[src/hw/crypto_ctrl_pkg.sv]
// Constants, field layouts and types for the crypto engine control block
//
// Summary of operation
// RULE1 - Five-bit field picks the key bank base index for the kernel input key.
// RULE2 - One bit enables the internal random generator, only when it is built in.
// RULE3 - Three bits enable the field multiply, DES and AES kernels.
// RULE4 - Two-bit field picks when results reach the output bank: end, start, trigger, never.
// RULE5 - Output bank gets raw result, or result XOR input bank 0..3; codes 5..7 raw.
// RULE6 - Kernel input is bank 0..3, bank XOR output, output alone, else bank 0.
// RULE7 - A select naming an absent input bank uses input bank 0 instead.
// RULE8 - Three-bit operation code; reserved codes use first available; one bit picks TDES keys.
// RULE9 - Key size 00 is AES-128, 10 is AES-256, 11 behaves as AES-128.
// RULE10 - Direction bit: clear encrypts, set decrypts, for AES and DES.
// RULE11 - Writing one to the start bit starts an operation; writing zero does nothing. The code ignores a start written while busy.
// RULE12 - Byte-order bit presents bank read and write data normal or byte-swapped.
// RULE13 - Result-location bit sends results to output bank or key bank at a base.
// RULE14 - Masking enable, mask source select, and seed step on access or also seed read.
// RULE15 - Increment carry-in is one, or the overflow of the previous increment.
// RULE16 - Write-side controls enable flush-write, XOR-on-write and increment-on-write.
// RULE17 - Writing one starts input bank, key bank or full flush; zero does nothing.
// RULE18 - Two ten-bit dummy-cycle settings, one for AES and one for DES.
// RULE19 - Hash initialises automatically unless no-auto-init is set; reload bit enables reload.
// RULE20 - Hash operations bump the calculation counter only when count enable is set.
// RULE21 - Hash size 224/256/384/512; a 256-only build maps 10 to 224, 11 to 256.
// RULE22 - Hash enable, normal or automatic mode, and a stop bit that ends automatic mode.
// RULE23 - Busy stays asserted from calculation start until the calculation finishes. The code also clears busy on a full flush.
// RULE24 - Sixteen-bit calculation counter increments on each calculation start. The code does not count hash starts while count enable is clear.
// RULE25 - Start and flush bits read back as zero once the command is accepted.
package crypto_ctrl_pkg;

    localparam int          BLOCK_W        = 128;
    localparam int          ADDR_W         = 12;

    // Register offsets
    localparam logic [11:0] OFS_CTRL_PRI   = 12'hd00;
    localparam logic [11:0] OFS_CTRL_SEC   = 12'hd04;
    localparam logic [11:0] OFS_DUMMY      = 12'hd08;
    localparam logic [11:0] OFS_SW_MASK    = 12'hd0c;
    localparam logic [11:0] OFS_SEED       = 12'hd10;
    localparam logic [11:0] OFS_HASH_CTRL  = 12'hd14;
    localparam logic [11:0] OFS_HASH_FIFO  = 12'hd18;
    localparam logic [11:0] OFS_BUILD_CFG  = 12'hd1c;

    // Writable bits and reset values
    localparam logic [31:0] MASK_CTRL_PRI  = 32'h03ff_fffe;
    localparam logic [31:0] MASK_CTRL_SEC  = 32'h00ff_f778;
    localparam logic [31:0] MASK_DUMMY     = 32'h03ff_03ff;
    localparam logic [31:0] MASK_HASH_CTRL = 32'h0000_bfff;
    localparam logic [31:0] RST_HASH_CTRL  = 32'h0000_0f00;

    // Primary control fields
    localparam int P_START = 0;
    localparam int P_DIR   = 1;
    localparam int P_KLEN  = 2;
    localparam int P_OP    = 4;
    localparam int P_INPUT_MUX_SELECT = 7;
    localparam int P_OSEL  = 11;
    localparam int P_OUPD  = 14;
    localparam int P_AESEN = 16;
    localparam int P_DESEN = 17;
    localparam int P_GFEN  = 18;
    localparam int P_PRNG  = 19;
    localparam int P_KBASE = 20;
    localparam int P_TKEY  = 25;

    // Secondary control fields
    localparam int S_FLUSH = 0;
    localparam int S_KFL   = 1;
    localparam int S_DFL   = 2;
    localparam int S_INCREMENT_ON_WRITE  = 3;
    localparam int S_XOR_ON_WRITE = 4;
    localparam int S_FLWR  = 5;
    localparam int S_CIN   = 6;
    localparam int S_MEN   = 8;
    localparam int S_MSTEP = 9;
    localparam int S_MSW   = 10;
    localparam int S_RBASE = 16;
    localparam int S_RKEY  = 21;
    localparam int S_BSWAP = 22;

    // Hash control fields
    localparam int H_EN    = 0;
    localparam int H_AUTO  = 1;
    localparam int H_SIZE  = 2;
    localparam int H_LOW   = 4;
    localparam int H_HIGH  = 8;
    localparam int H_CNT   = 12;
    localparam int H_RLD   = 13;
    localparam int H_STOP  = 14;
    localparam int H_NOINI = 15;

    // Operation codes
    localparam logic [2:0] OP_AES  = 3'h0;
    localparam logic [2:0] OP_DES  = 3'h1;
    localparam logic [2:0] OP_TDES = 3'h2;
    localparam logic [2:0] OP_GF   = 3'h3;
    localparam logic [2:0] OP_SHA  = 3'h4;
    localparam logic [2:0] OP_CMAC = 3'h5;

    typedef struct packed {
        logic [2:0] operation_select;
        logic       triple_key_count_sel;
        logic [4:0] input_key_base;
        logic [1:0] aes_key_length;
        logic       cipher_direction;
        logic       aes_enable;
        logic       des_enable;
        logic       field_mult_enable;
        logic       random_gen_enable;
        logic [1:0] output_update_timing;
        logic       result_to_key;
        logic [4:0] result_key_base;
        logic [9:0] aes_dummy_setting;
        logic [9:0] des_dummy_setting;
    } cipher_cfg_t;

    typedef struct packed {
        logic       flush_write_mode;
        logic       xor_on_write;
        logic       increment_on_write;
        logic       increment_carry_select;
        logic       bank_byte_swap;
        logic       register_mask_enable;
        logic [31:0] mask_value;
    } bank_cfg_t;

    typedef struct packed {
        logic       hash_unit_enable;
        logic       hash_auto_select;
        logic [1:0] hash_length_sel;
        logic       hash_auto_init;
        logic       hash_value_reload;
        logic [3:0] fifo_low_limit;
        logic [3:0] fifo_high_limit;
    } hash_cfg_t;

    typedef struct packed {
        logic [31:0]        ctrl;
        logic [31:0]        ctrl2;
        logic [31:0]        dummy;
        logic [31:0]        sw_mask;
        logic [31:0]        seed;
        logic [31:0]        hash;
        logic               busy;
        logic [15:0]        count;
        logic               start;
        logic               flush_in;
        logic               flush_key;
        logic               flush_all;
        logic               fifo_wr;
        logic [31:0]        fifo_wdata;
        logic [31:0]        rdata;
        logic [BLOCK_W-1:0] kin;
        logic [BLOCK_W-1:0] kout;
    } state_t;

endpackage

[src/hw/crypto_engine_control.sv]
// Control and configuration register set of the cipher and hash engine
`timescale 1ns/1ps
`default_nettype none

module crypto_engine_control #(
    parameter int NUM_INPUT_BANKS = 4,
    parameter bit HAS_AES         = 1'b1,
    parameter bit HAS_DES         = 1'b1,
    parameter bit HAS_GFMUL       = 1'b1,
    parameter bit HAS_SHA         = 1'b1,
    parameter bit HAS_CMAC        = 1'b1,
    parameter bit HAS_PRNG        = 1'b1,
    parameter bit SHA256_ONLY     = 1'b0
) (
    input  wire logic                                     clk_i,
    input  wire logic                                     rst_i,
    input  wire logic [crypto_ctrl_pkg::ADDR_W-1:0]       reg_addr_i,
    input  wire logic                                     reg_wr_i,
    input  wire logic                                     reg_rd_i,
    input  wire logic [31:0]                              reg_wdata_i,
    output logic      [31:0]                              reg_rdata_o,
    input  wire logic [NUM_INPUT_BANKS-1:0][crypto_ctrl_pkg::BLOCK_W-1:0] input_bank_i,
    input  wire logic [crypto_ctrl_pkg::BLOCK_W-1:0]      output_bank_i,
    input  wire logic [crypto_ctrl_pkg::BLOCK_W-1:0]      kernel_result_i,
    input  wire logic                                     kernel_done_i,
    input  wire logic                                     bank_access_i,
    input  wire logic [31:0]                              hw_mask_i,
    input  wire logic [31:0]                              hash_fifo_rdata_i,
    output logic      [crypto_ctrl_pkg::BLOCK_W-1:0]      kernel_input_o,
    output logic      [crypto_ctrl_pkg::BLOCK_W-1:0]      output_data_o,
    output crypto_ctrl_pkg::cipher_cfg_t                  cipher_cfg_o,
    output crypto_ctrl_pkg::bank_cfg_t                    bank_cfg_o,
    output crypto_ctrl_pkg::hash_cfg_t                    hash_cfg_o,
    output logic                                          start_o,
    output logic                                          busy_o,
    output logic      [15:0]                              calc_count_o,
    output logic                                          input_bank_clear_o,
    output logic                                          key_bank_clear_o,
    output logic                                          full_flush_o,
    output logic                                          hash_fifo_wr_o,
    output logic      [31:0]                              hash_fifo_wdata_o
);
    import crypto_ctrl_pkg::*;

    state_t q;
    state_t d;

    logic       wr_pri;
    logic       wr_sec;
    logic       start_ok;
    logic       count_ok;
    logic [2:0] op_eff;
    logic [2:0] op_wr;
    logic [31:0] build_cfg;

    // ------------------------------------------------------------
    // Helpers
    // ------------------------------------------------------------
    function automatic logic [31:0] swap32(input logic [31:0] v, input logic en);
        swap32 = en ? {v[7:0], v[15:8], v[23:16], v[31:24]} : v;
    endfunction

    // RULE7 - absent bank to zero
    function automatic logic [1:0] bank_idx(input logic [1:0] idx);
        bank_idx = (32'(idx) < NUM_INPUT_BANKS) ? idx : 2'h0;
    endfunction

    // RULE8 - first available operation
    function automatic logic [2:0] first_op();
        if (HAS_AES) begin
            first_op = OP_AES;
        end else if (HAS_DES) begin
            first_op = OP_DES;
        end else if (HAS_GFMUL) begin
            first_op = OP_GF;
        end else if (HAS_SHA) begin
            first_op = OP_SHA;
        end else begin
            first_op = OP_CMAC;
        end
    endfunction

    // ------------------------------------------------------------
    // Decode
    // ------------------------------------------------------------
    assign wr_pri   = reg_wr_i && (reg_addr_i == OFS_CTRL_PRI);
    assign wr_sec   = reg_wr_i && (reg_addr_i == OFS_CTRL_SEC);
    // Start while busy is ignored so the counter tracks real calculations
    assign start_ok = wr_pri && reg_wdata_i[P_START] && !q.busy;
    // RULE20 - hash gated counting
    assign count_ok = start_ok && ((op_wr != OP_SHA) || q.hash[H_CNT]);

    // RULE8 - operation select
    always_comb begin
        op_eff = q.ctrl[P_OP +: 3];
        if (op_eff > OP_CMAC) begin
            op_eff = first_op();
        end
    end

    // RULE8 - op of a start write
    always_comb begin
        op_wr = reg_wdata_i[P_OP +: 3];
        if (op_wr > OP_CMAC) begin
            op_wr = first_op();
        end
    end

    assign build_cfg = {7'h00, SHA256_ONLY, 6'h00,
                        2'(NUM_INPUT_BANKS - 1), 1'b1, 3'h0, 1'b0, 1'b0,
                        HAS_PRNG, HAS_GFMUL, HAS_CMAC, 1'b0, HAS_SHA, HAS_DES,
                        HAS_AES, 3'h0};

    // ------------------------------------------------------------
    // Next state
    // ------------------------------------------------------------
    always_comb begin
        d            = q;
        d.start      = 1'b0;
        d.flush_in   = 1'b0;
        d.flush_key  = 1'b0;
        d.flush_all  = 1'b0;
        d.fifo_wr    = 1'b0;

        if (reg_wr_i) begin
            unique case (reg_addr_i)
                OFS_CTRL_PRI: begin
                    d.ctrl = reg_wdata_i & MASK_CTRL_PRI;
                end
                OFS_CTRL_SEC: begin
                    d.ctrl2 = reg_wdata_i & MASK_CTRL_SEC;
                end
                OFS_DUMMY: begin
                    d.dummy = reg_wdata_i & MASK_DUMMY;
                end
                OFS_SW_MASK: begin
                    d.sw_mask = reg_wdata_i;
                end
                OFS_HASH_CTRL: begin
                    d.hash = (reg_wdata_i & MASK_HASH_CTRL) | RST_HASH_CTRL & 32'h0;
                    // RULE22 - stop ends auto mode
                    if (reg_wdata_i[H_STOP]) begin
                        d.hash[H_AUTO] = 1'b0;
                    end
                end
                OFS_HASH_FIFO: begin
                    // RULE12 - swapped hash FIFO write
                    d.fifo_wr    = 1'b1;
                    d.fifo_wdata = swap32(reg_wdata_i, q.ctrl2[S_BSWAP]);
                end
                default: begin
                end
            endcase
        end

        // RULE11 - start on one only
        d.start = start_ok;
        // RULE17 - flush command pulses
        d.flush_all = wr_sec && reg_wdata_i[S_FLUSH];
        d.flush_key = wr_sec && reg_wdata_i[S_KFL];
        d.flush_in  = wr_sec && reg_wdata_i[S_DFL];

        // RULE23 - busy until done or full flush
        if (start_ok) begin
            d.busy = 1'b1;
        end else if (kernel_done_i || d.flush_all) begin
            d.busy = 1'b0;
        end

        // RULE24 - calculation counter
        if (count_ok) begin
            d.count = q.count + 16'h0001;
        end

        // RULE14 - seed stepping
        if (reg_wr_i && (reg_addr_i == OFS_SEED)) begin
            d.seed = reg_wdata_i;
        end else if (bank_access_i ||
                     (q.ctrl2[S_MSTEP] && reg_rd_i && (reg_addr_i == OFS_SEED))) begin
            d.seed = q.seed + 32'h0000_0001;
        end

        // RULE25 - command bits read zero
        if (reg_rd_i) begin
            unique case (reg_addr_i)
                OFS_CTRL_PRI:  d.rdata = q.ctrl;
                OFS_CTRL_SEC:  d.rdata = q.ctrl2;
                OFS_DUMMY:     d.rdata = q.dummy;
                OFS_SW_MASK:   d.rdata = q.sw_mask;
                OFS_SEED:      d.rdata = q.seed;
                OFS_HASH_CTRL: d.rdata = q.hash;
                OFS_HASH_FIFO: d.rdata = swap32(hash_fifo_rdata_i, q.ctrl2[S_BSWAP]);
                OFS_BUILD_CFG: d.rdata = build_cfg;
                default:       d.rdata = 32'h0000_0000;
            endcase
        end

        // RULE6 - kernel input mux
        case (q.ctrl[P_INPUT_MUX_SELECT +: 4])
            4'h0, 4'h1, 4'h2, 4'h3: begin
                d.kin = input_bank_i[bank_idx(q.ctrl[P_INPUT_MUX_SELECT +: 2])];
            end
            4'h4, 4'h5, 4'h6, 4'h7: begin
                d.kin = input_bank_i[bank_idx(q.ctrl[P_INPUT_MUX_SELECT +: 2])] ^ output_bank_i;
            end
            4'h8: begin
                d.kin = output_bank_i;
            end
            default: begin
                d.kin = input_bank_i[0];
            end
        endcase

        // RULE5 - output XOR mux
        case (q.ctrl[P_OSEL +: 3])
            3'h1, 3'h2, 3'h3, 3'h4: begin
                d.kout = kernel_result_i ^
                         input_bank_i[bank_idx(2'(q.ctrl[P_OSEL +: 3] - 3'h1))];
            end
            default: begin
                d.kout = kernel_result_i;
            end
        endcase

        if (rst_i) begin
            d      = '0;
            d.hash = RST_HASH_CTRL;
        end
    end

    always_ff @(posedge clk_i) begin
        q <= d;
    end

    // ------------------------------------------------------------
    // Outputs
    // ------------------------------------------------------------
    always_comb begin
        cipher_cfg_o = '0;
        cipher_cfg_o.operation_select     = op_eff;
        // RULE8 - triple key count
        cipher_cfg_o.triple_key_count_sel = q.ctrl[P_TKEY];
        // RULE1 - key base index
        cipher_cfg_o.input_key_base       = q.ctrl[P_KBASE +: 5];
        // RULE9 - reserved length as 128
        cipher_cfg_o.aes_key_length       = (q.ctrl[P_KLEN +: 2] == 2'h2) ? 2'h2
                                                                          : 2'h0;
        // RULE10 - cipher direction
        cipher_cfg_o.cipher_direction     = q.ctrl[P_DIR];
        // RULE3 - kernel enables
        cipher_cfg_o.aes_enable           = q.ctrl[P_AESEN] & HAS_AES;
        cipher_cfg_o.des_enable           = q.ctrl[P_DESEN] & HAS_DES;
        cipher_cfg_o.field_mult_enable    = q.ctrl[P_GFEN] & HAS_GFMUL;
        // RULE2 - generator only if built
        cipher_cfg_o.random_gen_enable    = q.ctrl[P_PRNG] & HAS_PRNG;
        // RULE4 - output update timing
        cipher_cfg_o.output_update_timing = q.ctrl[P_OUPD +: 2];
        // RULE13 - result placement
        cipher_cfg_o.result_to_key        = q.ctrl2[S_RKEY];
        cipher_cfg_o.result_key_base      = q.ctrl2[S_RBASE +: 5];
        // RULE18 - dummy settings
        cipher_cfg_o.aes_dummy_setting    = q.dummy[25:16];
        cipher_cfg_o.des_dummy_setting    = q.dummy[9:0];

        bank_cfg_o = '0;
        // RULE16 - write side controls
        bank_cfg_o.flush_write_mode       = q.ctrl2[S_FLWR];
        bank_cfg_o.xor_on_write           = q.ctrl2[S_XOR_ON_WRITE];
        bank_cfg_o.increment_on_write     = q.ctrl2[S_INCREMENT_ON_WRITE];
        // RULE15 - carry select
        bank_cfg_o.increment_carry_select = q.ctrl2[S_CIN];
        // RULE12 - bank byte order
        bank_cfg_o.bank_byte_swap         = q.ctrl2[S_BSWAP];
        // RULE14 - mask source
        bank_cfg_o.register_mask_enable   = q.ctrl2[S_MEN];
        bank_cfg_o.mask_value             = !q.ctrl2[S_MEN] ? 32'h0000_0000 :
                                            q.ctrl2[S_MSW] ? q.sw_mask : hw_mask_i;

        hash_cfg_o = '0;
        // RULE22 - hash enable and mode
        hash_cfg_o.hash_unit_enable       = q.hash[H_EN];
        hash_cfg_o.hash_auto_select       = q.hash[H_AUTO];
        // RULE21 - hash size mapping
        hash_cfg_o.hash_length_sel        = SHA256_ONLY ? {1'b0, q.hash[H_SIZE]}
                                                        : q.hash[H_SIZE +: 2];
        // RULE19 - init and reload
        hash_cfg_o.hash_auto_init         = !q.hash[H_NOINI];
        hash_cfg_o.hash_value_reload      = q.hash[H_RLD];
        hash_cfg_o.fifo_low_limit         = q.hash[H_LOW +: 4];
        hash_cfg_o.fifo_high_limit        = q.hash[H_HIGH +: 4];
    end

    assign reg_rdata_o        = q.rdata;
    assign kernel_input_o     = q.kin;
    assign output_data_o      = q.kout;
    assign start_o            = q.start;
    assign busy_o             = q.busy;
    assign calc_count_o       = q.count;
    assign input_bank_clear_o = q.flush_in;
    assign key_bank_clear_o   = q.flush_key;
    assign full_flush_o       = q.flush_all;
    assign hash_fifo_wr_o     = q.fifo_wr;
    assign hash_fifo_wdata_o  = q.fifo_wdata;

    // ------------------------------------------------------------
    // Assertions
    // ------------------------------------------------------------
    AST_START_PULSE: assert property (@(posedge clk_i) disable iff (rst_i) // RULE11
        start_ok |=> start_o && busy_o)
        else $error("start write did not pulse start");

    AST_START_ZERO: assert property (@(posedge clk_i) disable iff (rst_i) // RULE11
        (wr_pri && !reg_wdata_i[P_START]) |=> !start_o)
        else $error("zero start bit started an operation");

    AST_BUSY_HOLD: assert property (@(posedge clk_i) disable iff (rst_i) // RULE23
        (busy_o && !kernel_done_i && !full_flush_o && !d.flush_all) |=> busy_o)
        else $error("busy dropped before done");

    AST_COUNT_INC: assert property (@(posedge clk_i) disable iff (rst_i) // RULE24
        count_ok |=> calc_count_o == $past(calc_count_o) + 16'h0001)
        else $error("counter did not step on start");

    AST_HASH_NOCOUNT: assert property (@(posedge clk_i) disable iff (rst_i) // RULE20
        (start_ok && op_wr == OP_SHA && !q.hash[H_CNT]) |=> $stable(calc_count_o))
        else $error("hash start counted with count disabled");

    AST_FLUSH_PULSE: assert property (@(posedge clk_i) disable iff (rst_i) // RULE17
        (wr_sec && reg_wdata_i[S_FLUSH]) |=> full_flush_o ##1 (!full_flush_o || $past(wr_sec)))
        else $error("full flush not a one-cycle pulse");

    AST_CMD_READ_ZERO: assert property (@(posedge clk_i) disable iff (rst_i) // RULE25
        (reg_rd_i && (reg_addr_i == OFS_CTRL_PRI || reg_addr_i == OFS_CTRL_SEC))
        |=> reg_rdata_o[2:0] == 3'h0 || (reg_rdata_o[0] == 1'b0 && $past(reg_addr_i) == OFS_CTRL_PRI))
        else $error("command bit read back as one");

    AST_KEYLEN: assert property (@(posedge clk_i) disable iff (rst_i) // RULE9
        cipher_cfg_o.aes_key_length != 2'h3 && cipher_cfg_o.aes_key_length[0] == 1'b0)
        else $error("key length code not 128 or 256");

    AST_IN_OUTBANK: assert property (@(posedge clk_i) disable iff (rst_i) // RULE6
        (q.ctrl[P_INPUT_MUX_SELECT +: 4] == 4'h8) |=> kernel_input_o == $past(output_bank_i))
        else $error("input select 8 did not pass output bank");

    AST_OUT_RAW: assert property (@(posedge clk_i) disable iff (rst_i) // RULE5
        (q.ctrl[P_OSEL +: 3] > 3'h4 || q.ctrl[P_OSEL +: 3] == 3'h0)
        |=> output_data_o == $past(kernel_result_i))
        else $error("raw output select not raw");

    AST_SEED_STEP: assert property (@(posedge clk_i) disable iff (rst_i) // RULE14
        (bank_access_i && !(reg_wr_i && reg_addr_i == OFS_SEED))
        |=> q.seed == $past(q.seed) + 32'h0000_0001)
        else $error("seed did not step on bank access");

    AST_HASH_STOP: assert property (@(posedge clk_i) disable iff (rst_i) // RULE22
        (reg_wr_i && reg_addr_i == OFS_HASH_CTRL && reg_wdata_i[H_STOP])
        |=> !q.hash[H_AUTO])
        else $error("stop bit left auto mode on");

    AST_KEY_FLUSH: assert property (@(posedge clk_i) disable iff (rst_i) // RULE17
        (wr_sec && reg_wdata_i[S_KFL])
        |=> key_bank_clear_o)
        else $error("key flush not pulsed");

    AST_IN_FLUSH: assert property (@(posedge clk_i) disable iff (rst_i) // RULE17
        (wr_sec && reg_wdata_i[S_DFL])
        |=> input_bank_clear_o)
        else $error("input flush not pulsed");

endmodule // crypto_engine_control

`default_nettype wire
[config.mk]
export PLATFORM = sky130hd
export DESIGN_NAME = crypto_engine_control
export DESIGN_NICKNAME = d
export VERILOG_FILES = /design/src/hw/crypto_ctrl_pkg.sv /design/src/hw/crypto_engine_control.sv
export SDC_FILE = /design/constraint.sdc
export NUM_CORES = 1
export LEC_CHECK = 0
export BUFFER_PORTS_ARGS = -buffer_cell sky130_fd_sc_hd__buf_2
export CORE_AREA = 5 5 506 508
export DETAILED_ROUTE_END_ITERATION = 16
export DIE_AREA = 0 0 511 513
export GPL_TIMING_DRIVEN = 0
export PLACE_DENSITY = 0.33
export SLEW_MARGIN = 20
export SYNTH_ARGS = -nofsm -noshare
export SYNTH_HDL_FRONTEND = slang
export SYNTH_SLANG_ARGS = --single-unit
[constraint.sdc]
create_clock -name clk_i -period 2.9 [get_ports clk_i]
set_clock_uncertainty 0.1 [all_clocks]
set_input_delay 0.145 -clock clk_i [delete_from_list [all_inputs] [get_ports clk_i]]
set_output_delay 0.145 -clock clk_i [all_outputs]
set_load 0.1 [all_outputs]
==> out/qor.yml <==
min_from: "reg_wdata_i[9]"
num_io_pins: 1320
detail_route.wl_per_cell_microns: 29.1
grt_pass1_vias: 39500
setup_slack_ns: -0.0263
dp.cells: 8442
design.core.area_sq_um: 251000
period_share: 1.01
place_hpwl_microns: 229000
critPathArrivalTime_ns: 3.41
worstPathRequired_ns: 3.39
vias: 39500
dr.pass1.iters: 6
rsz0062_at_grt: "true"
syn-cell-area_sq_um: 32400
hold_violations: 0
regArea_sq_um: 9720
clock_latency_ns: 0.70
antenna_left: 0
slew_violations: 0
synthCells: 3774
synth_flop_cell: "dfxtp_1"
worstPathMaxFanout: 10
ys_ff_latch: 485
status: "finished, violations left"
grt_pass1_wl_microns: 358000
initial_core_util: 0.129
async_reset_ff_frac: 0
wl_microns: 274000
synth_warnings: 0
worst_slew_pin_slew_ns: 1.22
path_class: "primary input to flop"
hold_path_class: "primary input to flop"
tritoncts: "built"
drc: 0
irDropWorstVdd_uv: 349
holdWs_ns: 0.00656
dieArea_sq_um: 262000
crit_path_start_kind: "primary input"
r2r_start: "bank_cfg_o[33]"
fin_crit_ns: 2.93
reg2reg_depth: 7
cts_buffers: 75
cts_max_path_buffers: 3
syn_nets: 4662
fp.dieW_microns: 511
initialDrtViolationCount: 3563
ys_types: 59
die_h_microns: 513
cp-end-kind: "flop"
via_per_inst: 4.19
min_to: "q[479]"
synth_edf_count: 0
multiInputGateArea_sq_um: 19200
grt_overflow: 0
r2r_end: "reg_rdata_o[14]"
path_clk_slew_ns: 0.06
rows: 184
reg2reg_slack_ns: 0.02
root_buffer: "clkbuf_16"
yosysSeqAreaShare: 0.299
violations: "negative setup slack"
grtUsageTotal: 0.198
fmax_mhz: 342
leakage_uw: 0.0223
min_delay_path_depth: 3
place_ws_ns: -2.76
postSynthAreaPerCell_sq_um: 8.59
cts-htree-levels: 3
syn_to_final_growth_pct: 69.9
grt_max_degree: 17
powerDensity_nw_per_um2: 393
final_nets: 6853
fillers: 27900
gp_congestion: 0.908
timing.max_cap.violations: 0
slew_headroom: 0.184
setup_viol: 2
stdcell_count: 9416
cts.sinks: 485
port_buffers: 1307
antenna_found_initial: 115
drive_gt1_frac: 0.386
worst max-delay path, stage by stage:
cell and delay, ns:
dlygate4sd3_1 0.61, buf_2 0.17, or3_1 0.46, nor4_2 0.53, nand2_2 0.33, clkbuf_1 0.37, nand2_1 0.14, a21oi_1 0.06
dlygate4sd3_1 0.59
logic make-up after synthesis:
| group | after synthesis | synth area share |
|---|---|---|
| AOI/OAI and AO/OA | 682 | 0.132 |
| xor gates and xnor gates | 174 | 0.0470 |
| adders and majority gates | 6 | 0.00231 |
| buffers and inverters | 706 | 0.130 |
| DFF | 485 | 0.299 |
| muxes | 382 | 0.217 |
| other | 1 | 0.000116 |
| and+or+nand+nor | 1338 | 0.173 |
through the flow:
step	cell area (sq um)	power (uW)	util	TNS, ns
2_1_floorplan	32400	9600	-	0
3_3_place_gp	43200	11400	0.172	-894.82
3_5_place_dp	43500	11400	0.174	-450.86
4_1_cts	54700	22000	0.218	0
5_1_grt	55100	22500	0.220	-0.275
6_report	55100	21700	0.220	-0.0434
routing by layer:
layer  up-vias  part of all wire  global-route usage
met2      2043              0.46               0.323
met4        22             0.037              0.0699
li1      17400                 -                   -
met3       378             0.074              0.0437
met1     19700              0.43               0.258
met5         -           0.00045                   0
layout make-up:
cell class	instances	share of cell area
multi-input combinational	2583	0.348
timing repair buffer	2120	0.269
sequential	485	0.176
buffer	692	0.0831
tap	3348	0.0760
clock buffer	109	0.0395
clock inverter	26	0.00481
antenna	45	0.00204
inverter	8	0.000568
Yosys cell counts (3+ instances only):
cell,count,area (sq um)
nor2_1,627,2350
dfxtp_1,485,9710
nand2_1,417,1570
buf_4,395,2970
mux4_2,257,5790
clkbuf_1,214,803
o21ai_0,175,876
nand3_1,152,761
xor2_1,144,1260
o22ai_1,133,832
o21a_1,128,961
mux2i_1,123,1230
a21oi_1,115,576
a211oi_1,80,601
buf_2,45,225
buf_1,42,158
nor2b_1,36,225
xnor2_1,30,263
nor3_1,22,110
nor4_1,17,106
a221oi_1,16,140
nand4_1,15,93.8
o2bb2ai_1,10,87.6
and3_1,9,56.3
a22oi_1,7,52.6
or3_1,7,43.8
and2_1,6,37.5
and4_1,6,52.6
ha_1,6,75.1
inv_1,6,22.5
o211ai_1,5,37.5
nand2b_1,4,25.0
nor3b_1,3,22.5
cell usage in the layout, fill, tap and decap left out, types with 128 or more instances in the layout:
cell type,instances
mux4_2,257
dlygate4sd3_1,796
o22ai_1,132
buf_2,1346
dfxtp_1,480
o21ai_0,174
nand2_1,378
nand3_1,152
nor2_1,626
o21a_1,128
buf_4,410
clkbuf_1,170
where the power goes:
part	switching, uW	leakage, uW	internal [uW]
sequential	83.5	0.00397	6860
clock	3880	0.00120	5490
combinational	3340	0.0171	2020
state kept, by name, indices dropped and copies added (netlist names):
signal / cells
q: 85
cipher_cfg_o: 39
calc_count_o: 16
key_bank_clear_o: 1
hash_cfg_o: 13
kernel_input_o: 128
hash_fifo_wdata_o: 32
busy_o: 1
input_bank_clear_o: 1
hash_fifo_wr_o: 1
full_flush_o: 1
reg_rdata_o: 32
start_o: 1
output_data_o: 128
bank_cfg_o: 6
worst max-delay path by stage:
stage / from / to
2_1_floorplan: q[513] / output_data_o[10]
3_3_place_gp: q[513] / output_data_o[18]
3_5_place_dp: q[513] / output_data_o[11]
4_1_cts: q[513] / output_data_o[29]
5_1_grt: reg_addr_i[0] / q[374]
6_report: reg_addr_i[0] / q[374]
timing repair:
item	4_1_cts	5_1_grt
setup buffers	4	0
endpoints found under the setup margin	309	130
resized for setup	189	90
endpoints found under the hold margin	450	0
pin swaps	6	6
hold buffers	796	0
Power figures use the tool's default switching activity.
